===== src/rtl/amc_pkg.sv =====
package amc_pkg;
    localparam logic [15:0] ADDR_OUT_SELECT = 16'hFFE1;
    localparam logic [15:0] ADDR_PRIMARY_DIV = 16'hFFE2;
    localparam logic [15:0] ADDR_SECONDARY_DIV = 16'hFFF6;
    localparam logic [7:0] RESET_VALUE = 8'h00;
    // writable bit masks; clear bits are reserved and read zero
    localparam logic [7:0] MASK_OUT_SELECT = 8'hDF;
    localparam logic [7:0] MASK_PRIMARY_DIV = 8'hF7;
    localparam logic [7:0] MASK_SECONDARY_DIV = 8'hF0;
    // field positions
    localparam int SYNTH_RATIO_LSB = 4;
    localparam int INPUT_RATIO_LSB = 0;
    localparam int SECOND_OUT_EN_BIT = 7;
    localparam int FIRST_OUT_EN_BIT = 6;
    localparam int FIRST_SEL_LSB = 3;
    localparam int DIV_ENABLE_BIT = 2;
    localparam int SECOND_SEL_LSB = 0;
    // divider source indices
    localparam int SRC_FIRST_SYNTH = 0;
    localparam int SRC_SECOND_SYNTH = 1;
    localparam int SRC_INPUT_CLOCK = 2;

    typedef struct packed {
        logic [15:0] addr;
        logic [7:0] wdata;
        logic wr;
        logic rd;
    } amc_bus_req_t;
endpackage


===== src/rtl/amc_clock_divider_mux.sv =====
// Decided for this implementation: the plain strobed port.
`timescale 1ns/1ps
// Contract
// - first synth clock divided by bits 7:4 plus one, 1 to 16
// - incoming codec master clock divided by bits 2:0 plus one, 1 to 8
// - output select: 00 first synth, x1 input clock, 10 second synth
// - secondary divider register bits 3:0 read zero, writes ignored
module amc_clock_divider_mux (
    // clock and reset
    input wire logic mclk,
    input wire logic reset,
    // register port
    input wire amc_pkg::amc_bus_req_t bus_req,
    output logic [7:0] bus_rdata,
    // clock sources, asynchronous to mclk
    input wire logic first_synth_clock,
    input wire logic second_synth_clock,
    input wire logic codec_master_clock_in,
    // master clock outputs
    output logic first_master_clock_out,
    output logic second_master_clock_out
);
    logic [7:0] clock_output_select_control;
    logic [7:0] primary_divider_control;
    logic [7:0] secondary_divider_control;
    logic [2:0] sync_a;
    logic [2:0] sync_b;
    logic [2:0] sync_c;
    logic [3:0] edge_count [3];
    logic [2:0] div_clk;

    // register decode
    wire logic hit_sel = bus_req.addr == amc_pkg::ADDR_OUT_SELECT;
    wire logic hit_pri = bus_req.addr == amc_pkg::ADDR_PRIMARY_DIV;
    wire logic hit_sec = bus_req.addr == amc_pkg::ADDR_SECONDARY_DIV;
    // registered read data is zero outside the answer cycle
    wire logic [7:0] next_rdata = !bus_req.rd ? 8'h00 :
        hit_sel ? clock_output_select_control :
        hit_pri ? primary_divider_control :
        hit_sec ? secondary_divider_control : 8'h00;

    wire logic divider_stage_enable = clock_output_select_control[amc_pkg::DIV_ENABLE_BIT];
    wire logic first_clock_out_enable = clock_output_select_control[amc_pkg::FIRST_OUT_EN_BIT];
    wire logic second_clock_out_enable = clock_output_select_control[amc_pkg::SECOND_OUT_EN_BIT];
    wire logic first_out_select_high = clock_output_select_control[amc_pkg::FIRST_SEL_LSB + 1];
    wire logic first_out_select_low = clock_output_select_control[amc_pkg::FIRST_SEL_LSB];
    wire logic second_out_select_high = clock_output_select_control[amc_pkg::SECOND_SEL_LSB + 1];
    wire logic second_out_select_low = clock_output_select_control[amc_pkg::SECOND_SEL_LSB];

    // ratio minus one per source; second synth uses the secondary register
    wire logic [3:0] synth_divide_ratio_1 = primary_divider_control[amc_pkg::SYNTH_RATIO_LSB +: 4];
    wire logic [3:0] synth_divide_ratio_2 = secondary_divider_control[amc_pkg::SYNTH_RATIO_LSB +: 4];
    wire logic [3:0] input_clock_divide_ratio = {1'b0, primary_divider_control[amc_pkg::INPUT_RATIO_LSB +: 3]};
    wire logic [3:0] ratio [3];
    assign ratio[amc_pkg::SRC_FIRST_SYNTH] = synth_divide_ratio_1;
    assign ratio[amc_pkg::SRC_SECOND_SYNTH] = synth_divide_ratio_2;
    assign ratio[amc_pkg::SRC_INPUT_CLOCK] = input_clock_divide_ratio;

    // edge on synchronised source; sync_a is read only by sync_b
    wire logic [2:0] src_edge = sync_b ^ sync_c;

    wire logic sel1 = first_out_select_low ? div_clk[amc_pkg::SRC_INPUT_CLOCK] :
        first_out_select_high ? div_clk[amc_pkg::SRC_SECOND_SYNTH] : div_clk[amc_pkg::SRC_FIRST_SYNTH];
    wire logic sel2 = second_out_select_low ? div_clk[amc_pkg::SRC_INPUT_CLOCK] :
        second_out_select_high ? div_clk[amc_pkg::SRC_SECOND_SYNTH] : div_clk[amc_pkg::SRC_FIRST_SYNTH];
    wire logic next_out1 = first_clock_out_enable & sel1;
    wire logic next_out2 = second_clock_out_enable & sel2;

    // reserved bits masked on the way in, so reads of them return zero
    always_ff @(posedge mclk or posedge reset) begin
        if (reset) begin
            clock_output_select_control <= amc_pkg::RESET_VALUE;
            primary_divider_control <= amc_pkg::RESET_VALUE;
            secondary_divider_control <= amc_pkg::RESET_VALUE;
        end else if (bus_req.wr) begin
            if (hit_sel) begin
                clock_output_select_control <= bus_req.wdata & amc_pkg::MASK_OUT_SELECT;
            end else if (hit_pri) begin
                primary_divider_control <= bus_req.wdata & amc_pkg::MASK_PRIMARY_DIV;
            end else if (hit_sec) begin
                secondary_divider_control <= bus_req.wdata & amc_pkg::MASK_SECONDARY_DIV;
            end
        end
    end

    always_ff @(posedge mclk or posedge reset) begin
        if (reset) begin
            bus_rdata <= 8'h00;
            first_master_clock_out <= 1'b0;
            second_master_clock_out <= 1'b0;
            sync_a <= 3'h0;
            sync_b <= 3'h0;
            sync_c <= 3'h0;
        end else begin
            bus_rdata <= next_rdata;
            first_master_clock_out <= next_out1;
            second_master_clock_out <= next_out2;
            // two flops settle the foreign clocks, a third finds the edge
            sync_a <= {codec_master_clock_in, second_synth_clock, first_synth_clock};
            sync_b <= sync_a;
            sync_c <= sync_b;
        end
    end

    // both edges counted so every ratio keeps a 50 percent duty cycle
    for (genvar i = 0; i < 3; i++) begin : g_div
        always_ff @(posedge mclk or posedge reset) begin
            if (reset) begin
                edge_count[i] <= 4'h0;
                div_clk[i] <= 1'b0;
            end else if (!divider_stage_enable) begin
                edge_count[i] <= 4'h0;
                div_clk[i] <= 1'b0;
            end else if (edge_count[i] > ratio[i]) begin
                // ratio shrank under a running count: restart instead of wrapping through 15
                edge_count[i] <= 4'h0;
            end else if (src_edge[i]) begin
                if (edge_count[i] == ratio[i]) begin
                    edge_count[i] <= 4'h0;
                    div_clk[i] <= ~div_clk[i];
                end else begin
                    edge_count[i] <= edge_count[i] + 4'h1;
                end
            end
        end
    end
endmodule // amc_clock_divider_mux


===== config.mk =====
export PLATFORM = sky130hd
export DESIGN_NAME = amc_clock_divider_mux
export DESIGN_NICKNAME = d
export VERILOG_FILES = /design/src/rtl/amc_pkg.sv /design/src/rtl/amc_clock_divider_mux.sv
export SDC_FILE = /design/constraint.sdc
export NUM_CORES = 1
export LEC_CHECK = 0
export BUFFER_PORTS_ARGS = -buffer_cell sky130_fd_sc_hd__buf_2
export CORE_ASPECT_RATIO = 0.75
export CORE_MARGIN = 1.5
export CORE_UTILIZATION = 35
export CTS_CLUSTER_DIAMETER = 60
export CTS_CLUSTER_SIZE = 25
export DETAILED_ROUTE_END_ITERATION = 8
export PLACE_DENSITY = 0.56
export SYNTH_ARGS = -nofsm -noshare
export SYNTH_HDL_FRONTEND = slang
export SYNTH_SLANG_ARGS = --single-unit

===== constraint.sdc =====
create_clock -name mclk -period 1.55 [get_ports mclk]
set_input_delay 0.155 -clock mclk [delete_from_list [all_inputs] [get_ports mclk]]
set_output_delay 0.155 -clock mclk [all_outputs]
set_load 0.005 [all_outputs]

; ---- Yosys cells after proc, flatten, opt, wreduce, memory -nomap -nowiden
; Index checks and enable logic that the tools add are counted.
[classes]
addsub = 3
magnitude_cmp = 3
n_eq_ne = 18
n_mux = 32
bitwise_logic = 8
n_reduce_logical = 6
[ops]
columns = operator, count
row1 = "== test 16 bit, second input constant", 3
row2 = two-way mux 4 bit, 12
row3 = two-way mux 8 bit, 4
row4 = two-way mux 1 bit, 16
row5 = "adder 4 x 1 -> 4 bit, second input constant", 3
row6 = "!= test 2 x 1 -> 1 bit, second input constant", 6
row7 = AND reduction 3 bit, 4
row8 = "!= test 3 x 1 -> 1 bit, second input constant", 3
row9 = == test 4 bit, 2
row10 = > comparator 4 bit, 2
row11 = "!= test 2 bit, second input constant", 3
row12 = inverter 1 bit, 5
row13 = == test 4 x 3 -> 1 bit, 1
row14 = > comparator 4 x 3 -> 1 bit, 1
row15 = AND reduction 4 bit, 1
row16 = bitwise XOR 3 bit, 1
row17 = bitwise AND 1 bit, 2
row18 = AND reduction 2 bit, 1
[totals]
regBits = 52
in_bits = 31
output_inout_bits = 10
wordCells = 85

; ---- Longest topological paths before layout
; Gate-level depths: netlist of run 1.
[logic_depth]
ltp_word = 5
mapped_depth = 6
ltp_nobuf = 6

; ---- Worst setup path before layout of run 1
; Ideal clock, no wire load.
[synth_timing]
kind = flip-flop to flip-flop
start = reg primary_divider_control[2]
end = reg edge_count[3] (netlist bit)
setup_ps = 86
arrival_ps = 1453
required_ps = 1464
setup_slack_ps = 11
stages_incl_launch_ff = 7
path_buffers = 0
synth_period_minus_slack_ps = 1539
path_cell_list = dfrtp_1 > inv_1 > ha_1 > and3b_1 > a2111oi_2 > nand2_1 > nor3_1
[synth_between]
elab_chain_cells = 5
word_cells_on_any_way = 7
classes_between = 1 x order compare / 2 x eq/ne / 4 x mux
[synth_lines]
columns = element, line
row1 = start: declaration, amc_clock_divider_mux.sv:24  ; logic [7:0] primary_divider_control;
row2 = start signal: assignment, amc_clock_divider_mux.sv:73  ; primary_divider_control <= amc_pkg::RESET_VALUE;
row3 = start signal: assignment, amc_clock_divider_mux.sv:79  ; primary_divider_control <= bus_req.wdata & amc_pkg::MASK_PRIMARY_DIV;
row4 = == test 4 x 3 -> 1 bit, amc_clock_divider_mux.sv:118  ; if (edge_count[i] == ratio[i]) begin
row5 = two-way mux 4 bit, amc_clock_divider_mux.sv:118
row6 = two-way mux 4 bit, amc_clock_divider_mux.sv:117  ; end else if (src_edge[i]) begin
row7 = two-way mux 4 bit, amc_clock_divider_mux.sv:114  ; end else if (edge_count[i] > ratio[i]) begin
row8 = two-way mux 4 bit, amc_clock_divider_mux.sv:111  ; end else if (!divider_stage_enable) begin
row9 = end signal: indexed assignment, amc_clock_divider_mux.sv:122  ; edge_count[i] <= edge_count[i] + 4'h1;
row10 = end: declaration, amc_clock_divider_mux.sv:29  ; logic [3:0] edge_count [3];
; Several ways; a longest one is shown, not always the timed one. The select of a mux whose other input is x is not followed.
; A chain may end at the register's enable or synchronous reset.

; ---- Worst setup path in the final report of run 1
[layout_timing]
start = reg primary_divider_control[1]
end = reg edge_count[2] (netlist bit)
; Same word-level chain as after synthesis.

==> flow_metrics.tcl, run 1 <==
set metrics [dict create \
    drt-total-wl_um 5820 \
    whs_ns 0.0462 \
    antenna_found_initial 0 \
    antenna_left 0 \
    power_density_mw_per_mm2 667 \
    p_int_w 0.00191 \
    grt_max_degree 53 \
    fillCellCount 650 \
    dpl_worst_slack_ns -0.123 \
    yosys.area.top_type "dfrtp_1" \
    synthTopCellsByArea "dfrtp_1 50%, mux2_4 8.0%, ha_1 6.7%" \
    rrSetupSlack_ns -0.06 \
    syn-num-nets 268 \
    end_kind "flop" \
    chipWidth_um 103 \
    nets 356 \
    combPwrFrac 0.071 \
    tritoncts "built" \
    p_sw_frac 0.214 \
    synth_top_family_by_area "simple AND/OR/NAND/NOR gates" \
    min_period_ns 1.61 \
    r2r-start "primary_divider_control[1]" \
    async_flop_share 1.00 \
    clk_latency_ns 0.31 \
    numCtsBuffers 5 \
    max_freq_ghz 0.620 \
    slew_headroom 0.675 \
    start_util 0.359 \
    ys_types 44 \
    required_ns 1.78 \
    dp.cells 394 \
    synthAdderAreaFrac 0.0669 \
    via_per_inst 4.88 \
    grt-ovfl-total 0 \
    yosys_register_bits 52 \
    root_buffer "clkbuf_8" \
    holdPathStages 2 \
    clockBufferDepth 2 \
    finalWeightedCongestion 0.754 \
    r2r_cells 6 \
    total_power_w 0.00243 \
    antennaDiodeCount 0 \
    synth-compound-area-share 0.0998 \
    worstPathArrival_ns 1.85 \
    hp-class "input port to flop" \
    setup_ws_ns -0.0638 \
    hold_end "bus_rdata[5]" \
    yosysWarnings 0 \
    finalSetupViolCount 8 \
    grt_first_pass_wirelength_um 9720 \
    ys.flop_type "dfrtp_1" \
    worstPathMaxFanout 3 \
    slew_violations 0 \
    die_area_mm2 0.00802 \
    seq_power_share 0.566 \
    outcome "complete, but fails checks" \
    violations "setup timing" \
    clkPwrFrac 0.364 \
    port_buffers 40 \
    path_class "flop to flop" \
    syn_area_mm2 0.00262 \
    clkTransAtPathRegs_ns 0.09 \
    critPathLaunchType "flop" \
    htreeDepth 2 \
    maxCapViolCount 0 \
    clock_skew_ns 0.00265 \
    min_from "bus_req[10]" \
    synth_most_common_cell "dfrtp_1" \
    synth_edf_count 0 \
    hold_viol 0 \
    r2r-end "edge_count[2]" \
    drive_gt1_frac 0.471 \
    synth_common_cells "52 x dfrtp_1, 14 x ha_1, 14 x mux2_4, 13 x inv_1, 13 x nand2_1" \
    drc 0 \
    tightestPinTransition_ns 0.483 \
    grt_pass1_vias 2019 \
    synth_top_area_share 0.497 \
    timing.final.crit_share 1.04 \
    startpoint "primary_divider_control[1]" \
    globalRouteTotalUtil 0.158 \
    final_cells 411 \
    syn_area_per_cell_um2 11.7 \
    synthCells 223 \
    synthSimpleGateAreaFrac 0.176 \
    dp_hpwl_um 4160 \
    wire_per_inst_um 14.2 \
    area_delta_synth_final_pct 39.0 \
    synth_mux_area_frac 0.105 \
    peakVddDrop_v 0.000364 \
    first_pass_iters 4 \
    drtIter0Drc 93 \
    rows 27 \
    synth_seq_area_share 0.497 \
    switchingPower_w 0.000520 \
    via_count 2007 \
    ios 41 \
    floorplan.die.height_um 77.9 \
    synth_xor_area_frac 0.0234 \
    clock-sinks 52 \
    p_leak_nw 1.68 \
    core_mm2 0.00730 \
    rsz0062_at_grt "yes" \
]
==> power by group through the flow <==
stage / logic, W / clock network, W / registers (W)
final: 0.000172 / 0.000884 / 0.00137
after global routing: 0.000192 / 0.000989 / 0.00138
after CTS: 0.000161 / 0.000929 / 0.00138
after detailed placement: 0.000151 / 0 / 0.00140
after global placement: 0.000151 / 0 / 0.00140
after floorplan: 0.0000681 / 0 / 0.00140
==> metrics by stage <==
| stage | util | area [um2] | setup TNS [ns] |
|---|---|---|---|
| detailed placement | 0.440 | 3210 | -1.03 |
| floorplan | - | 2620 | 0 |
| CTS | 0.471 | 3440 | -0.135 |
| global route | 0.499 | 3640 | -1.18 |
| global placement | 0.440 | 3210 | -0.739 |
| finish | 0.499 | 3640 | -0.253 |
==> placed cells by master (no fill, tap or decap), drive strengths merged, types with 5 or more instances in the layout <==
cell type  count
buf           82
dfrtp         52
mux2          18
nand2         14
ha            14
inv           13
nor2          10
o21ai          9
a21oi          9
and3           8
nand3          7
nand4          6
clkbuf         5
and2           5
==> worst max-delay path: stages (launching register included) <==
cell and delay, ns:
dfrtp_1 0.41, inv_2 0.08, ha_4 0.19, and3b_2 0.22
a2111oi_4 0.35, nand2_1 0.14, o22ai_1 0.15
==> registers in the layout, summed over array words and instances, names as in the netlist <==
| signal | flops |
|---|---|
| bus_rdata | 8 |
| primary_divider_control | 7 |
| secondary_divider_control | 4 |
| sync_b | 3 |
| second_master_clock_out | 1 |
| edge_count | 12 |
| div_clk | 3 |
| first_master_clock_out | 1 |
| clock_output_select_control | 7 |
| sync_c | 3 |
| sync_a | 3 |
==> layout make-up <==
class                      instances  area (um2)  area share
multi-input combinational        153        1460       0.401
sequential                        52        1300       0.357
timing repair buffer              86         604       0.166
tap                              101         126      0.0347
clock buffer                       5        68.8      0.0189
inverter                          13        48.8      0.0134
clock inverter                     1        30.0     0.00825
==> logic make-up after synthesis <==
kind of cell	after synthesis
AO/OA/AOI/OAI	38
XOR/XNOR	7
adder cells (fa/ha/maj)	14
buffers and inverters	18
flip-flops	52
multiplexers	20
AND/OR/NAND/NOR	74
==> metal layers <==
metal  part of all wire  GRT usage  vias up
met5                  0          0        -
met4              0.015     0.0527        0
met3              0.040     0.0369        7
met2               0.45      0.221       36
met1               0.50      0.238      969
li1                   -          -      995
==> how the worst max path moves through the flow <==
stage | end | slack [ns] | cells past startpoint
6_report | edge_count[2] | -0.06 | 6
5_1_grt | edge_count[2] | -0.16 | 6
4_1_cts | edge_count[11] | -0.06 | 6
3_5_place_dp | edge_count[0] | -0.12 | 6
3_3_place_gp | edge_count[0] | -0.08 | 6
2_1_floorplan | edge_count[3] | 0.01 | 6
==> what timing repair did <==
| item | in CTS | in global routing |
|---|---|---|
| endpoints found under the setup margin | 12 | 15 |
| pin swaps | 11 | 25 |
| setup buffers | 1 | 6 |
| hold buffers | 4 | 0 |
| hold endpoints to repair | 55 | 0 |
| resized for setup | 16 | 30 |
Power figures use the tool's default switching activity.
==> run 2, diff against run 1 <==
Settings changed: BUFFER_PORTS_ARGS -buffer_cell sky130_fd_sc_hd__buf_2 to default, DONT_BUFFER_PORTS from default to 1, PLACE_DENSITY 0.56 to 0.51, SKIP_LAST_GASP from default to 1.
==> run 2 against run 1 <==
Net effect:
- the run still ends with setup timing left
- die area did not move
- register-to-register slack improved by 0.06 ns
- fmax rose by 3.6%
- clock power fell by 9.4%
- sequential power barely moved
- wire length rose by 3.1%
- final cell count fell by 6.3%
- clock skew rose by 0.0066 ns
- worst hold slack improved by 0.056 ns
- clock-buffer cell count rose by 2
- global-route usage rose by 0.26 points
==> flow_metrics.tcl, run 2 (synthesis gave the netlist of run 1 again) <==
set metrics [dict create \
    antenna_left 0 \
    clkTransAtPathRegs_ns 0.08 \
    start_util 0.359 \
    finalWeightedCongestion 0.809 \
    die_area_mm2 0.00802 \
    rsz0062_at_grt "yes" \
    grt-ovfl-total 0 \
    first_pass_iters 4 \
    via_per_inst 4.93 \
    clockBufferDepth 2 \
    grt_pass1_vias 2018 \
    htreeDepth 2 \
    clk_latency_ns 0.30 \
    top_register "edge_count" \
    floorplan.die.height_um 77.9 \
    rrSetupSlack_ns -0.008 \
    r2r_cells 6 \
    required_ns 1.75 \
    total_power_w 0.00231 \
    min_from "bus_req[1]" \
    power_density_mw_per_mm2 656 \
    setup_ws_ns -0.00805 \
    timing.final.crit_share 1.01 \
    globalRouteTotalUtil 0.161 \
    path_class "flop to flop" \
    port_buffers 0 \
    finalSetupViolCount 2 \
    via_count 1898 \
    core_mm2 0.00730 \
    min_period_ns 1.56 \
    r2r-end "edge_count[5]" \
    final_cells 385 \
    grt_max_degree 53 \
    hp-class "input port to flop" \
    tritoncts "built" \
    ios 41 \
    max_freq_ghz 0.642 \
    slew_violations 0 \
    largestRegisters "edge_count x12, bus_rdata x8" \
    slew_headroom 0.739 \
    largest_register_ffs 12 \
    clock_skew_ns 0.00929 \
    clock-sinks 52 \
    maxCapViolCount 0 \
    nets 328 \
    root_buffer "clkbuf_8" \
    r2r-start "secondary_divider_control[5]" \
    fillCellCount 674 \
    holdPathStages 2 \
    hold_end "secondary_divider_control[4]" \
    wire_per_inst_um 15.6 \
    drive_gt1_frac 0.370 \
    end_kind "flop" \
    hold_viol 0 \
    critPathLaunchType "flop" \
    p_leak_nw 1.55 \
    worstPathMaxFanout 2 \
    grt_first_pass_wirelength_um 9920 \
    drc 0 \
    chipWidth_um 103 \
    finalSetupTns_ns -0.0148 \
    drtIter0Drc 97 \
    outcome "complete, but fails checks" \
    peakVddDrop_v 0.000423 \
    antennaDiodeCount 0 \
    worstPathArrival_ns 1.75 \
    drt-total-wl_um 6010 \
    numCtsBuffers 5 \
    layout_commonest_cell "dfrtp_1" \
    violations "setup timing" \
    antenna_found_initial 0 \
    area_delta_synth_final_pct 34.7 \
    dp.cells 358 \
    dp_hpwl_um 4260 \
    tightestPinTransition_ns 0.389 \
    final_cell_mix "52 x dfrtp_1, 40 x buf_4, 14 x mux2_4, 14 x dlygate4sd3_1, 13 x nand2_1" \
    seq_area_mm2 0.00130 \
    multi_input_area_mm2 0.00145 \
    rows 27 \
    startpoint "secondary_divider_control[5]" \
]
==> run 2: worst max-delay path, stage by stage (launching register included) <==
cell and delay, ns:
dfrtp_1 0.36, inv_1 0.05, ha_1 0.29, nor2b_1 0.14, o211ai_1 0.32, nand3_1 0.17
o32ai_2 0.14
==> run 2: final cells by class <==
class,count,share of cell area
multi-input cells,153,0.410
flip-flops and latches,52,0.369
repair buffers,58,0.145
well taps,101,0.0358
clock buffers,7,0.0245
inverters,13,0.0138
clock inverters,1,0.00213
==> run 2: layer usage <==
layer | up-vias | GRT usage | share of wire
met5 | - | 0 | 0
met4 | 0 | 0.0473 | 0.016
met3 | 9 | 0.0342 | 0.027
met2 | 29 | 0.237 | 0.45
met1 | 926 | 0.236 | 0.50
li1 | 934 | - | -
==> run 2: report_power, final <==
group / internal, W / leakage [nW] / switching [W]
registers: 0.00137 / 0.706 / 0.00000731
logic: 0.0000601 / 0.802 / 0.0000782
clock network: 0.000364 / 0.0445 / 0.000437
==> run 2: worst max path at each step <==
stage                      to  slack (ns)
3_5_place_dp    edge_count[3]       -0.12
3_3_place_gp    edge_count[3]       -0.05
2_1_floorplan   edge_count[3]        0.01
6_report        edge_count[5]      -0.008
5_1_grt        edge_count[10]       -0.12
4_1_cts         edge_count[2]       -0.04
==> run 2: what timing repair did <==
action,4_1_cts,5_1_grt
hold buffers,14,0
setup endpoints to repair,9,15
endpoints found under the hold margin,74,0
pin swaps,11,19
setup buffers,0,5
gates resized for setup,14,24
cloned,0,0
==> run 2: stage by stage <==
stage	instance area [um2]	hold WS, ns	setup slack, ns	util
floorplan	2620	0.186	0.0114	-
global placement	3040	0.114	-0.0548	0.417
detailed placement	3040	0.114	-0.124	0.417
CTS	3360	0.0926	-0.0412	0.461
global route	3530	0.110	-0.116	0.484
finish	3530	0.102	-0.00805	0.484
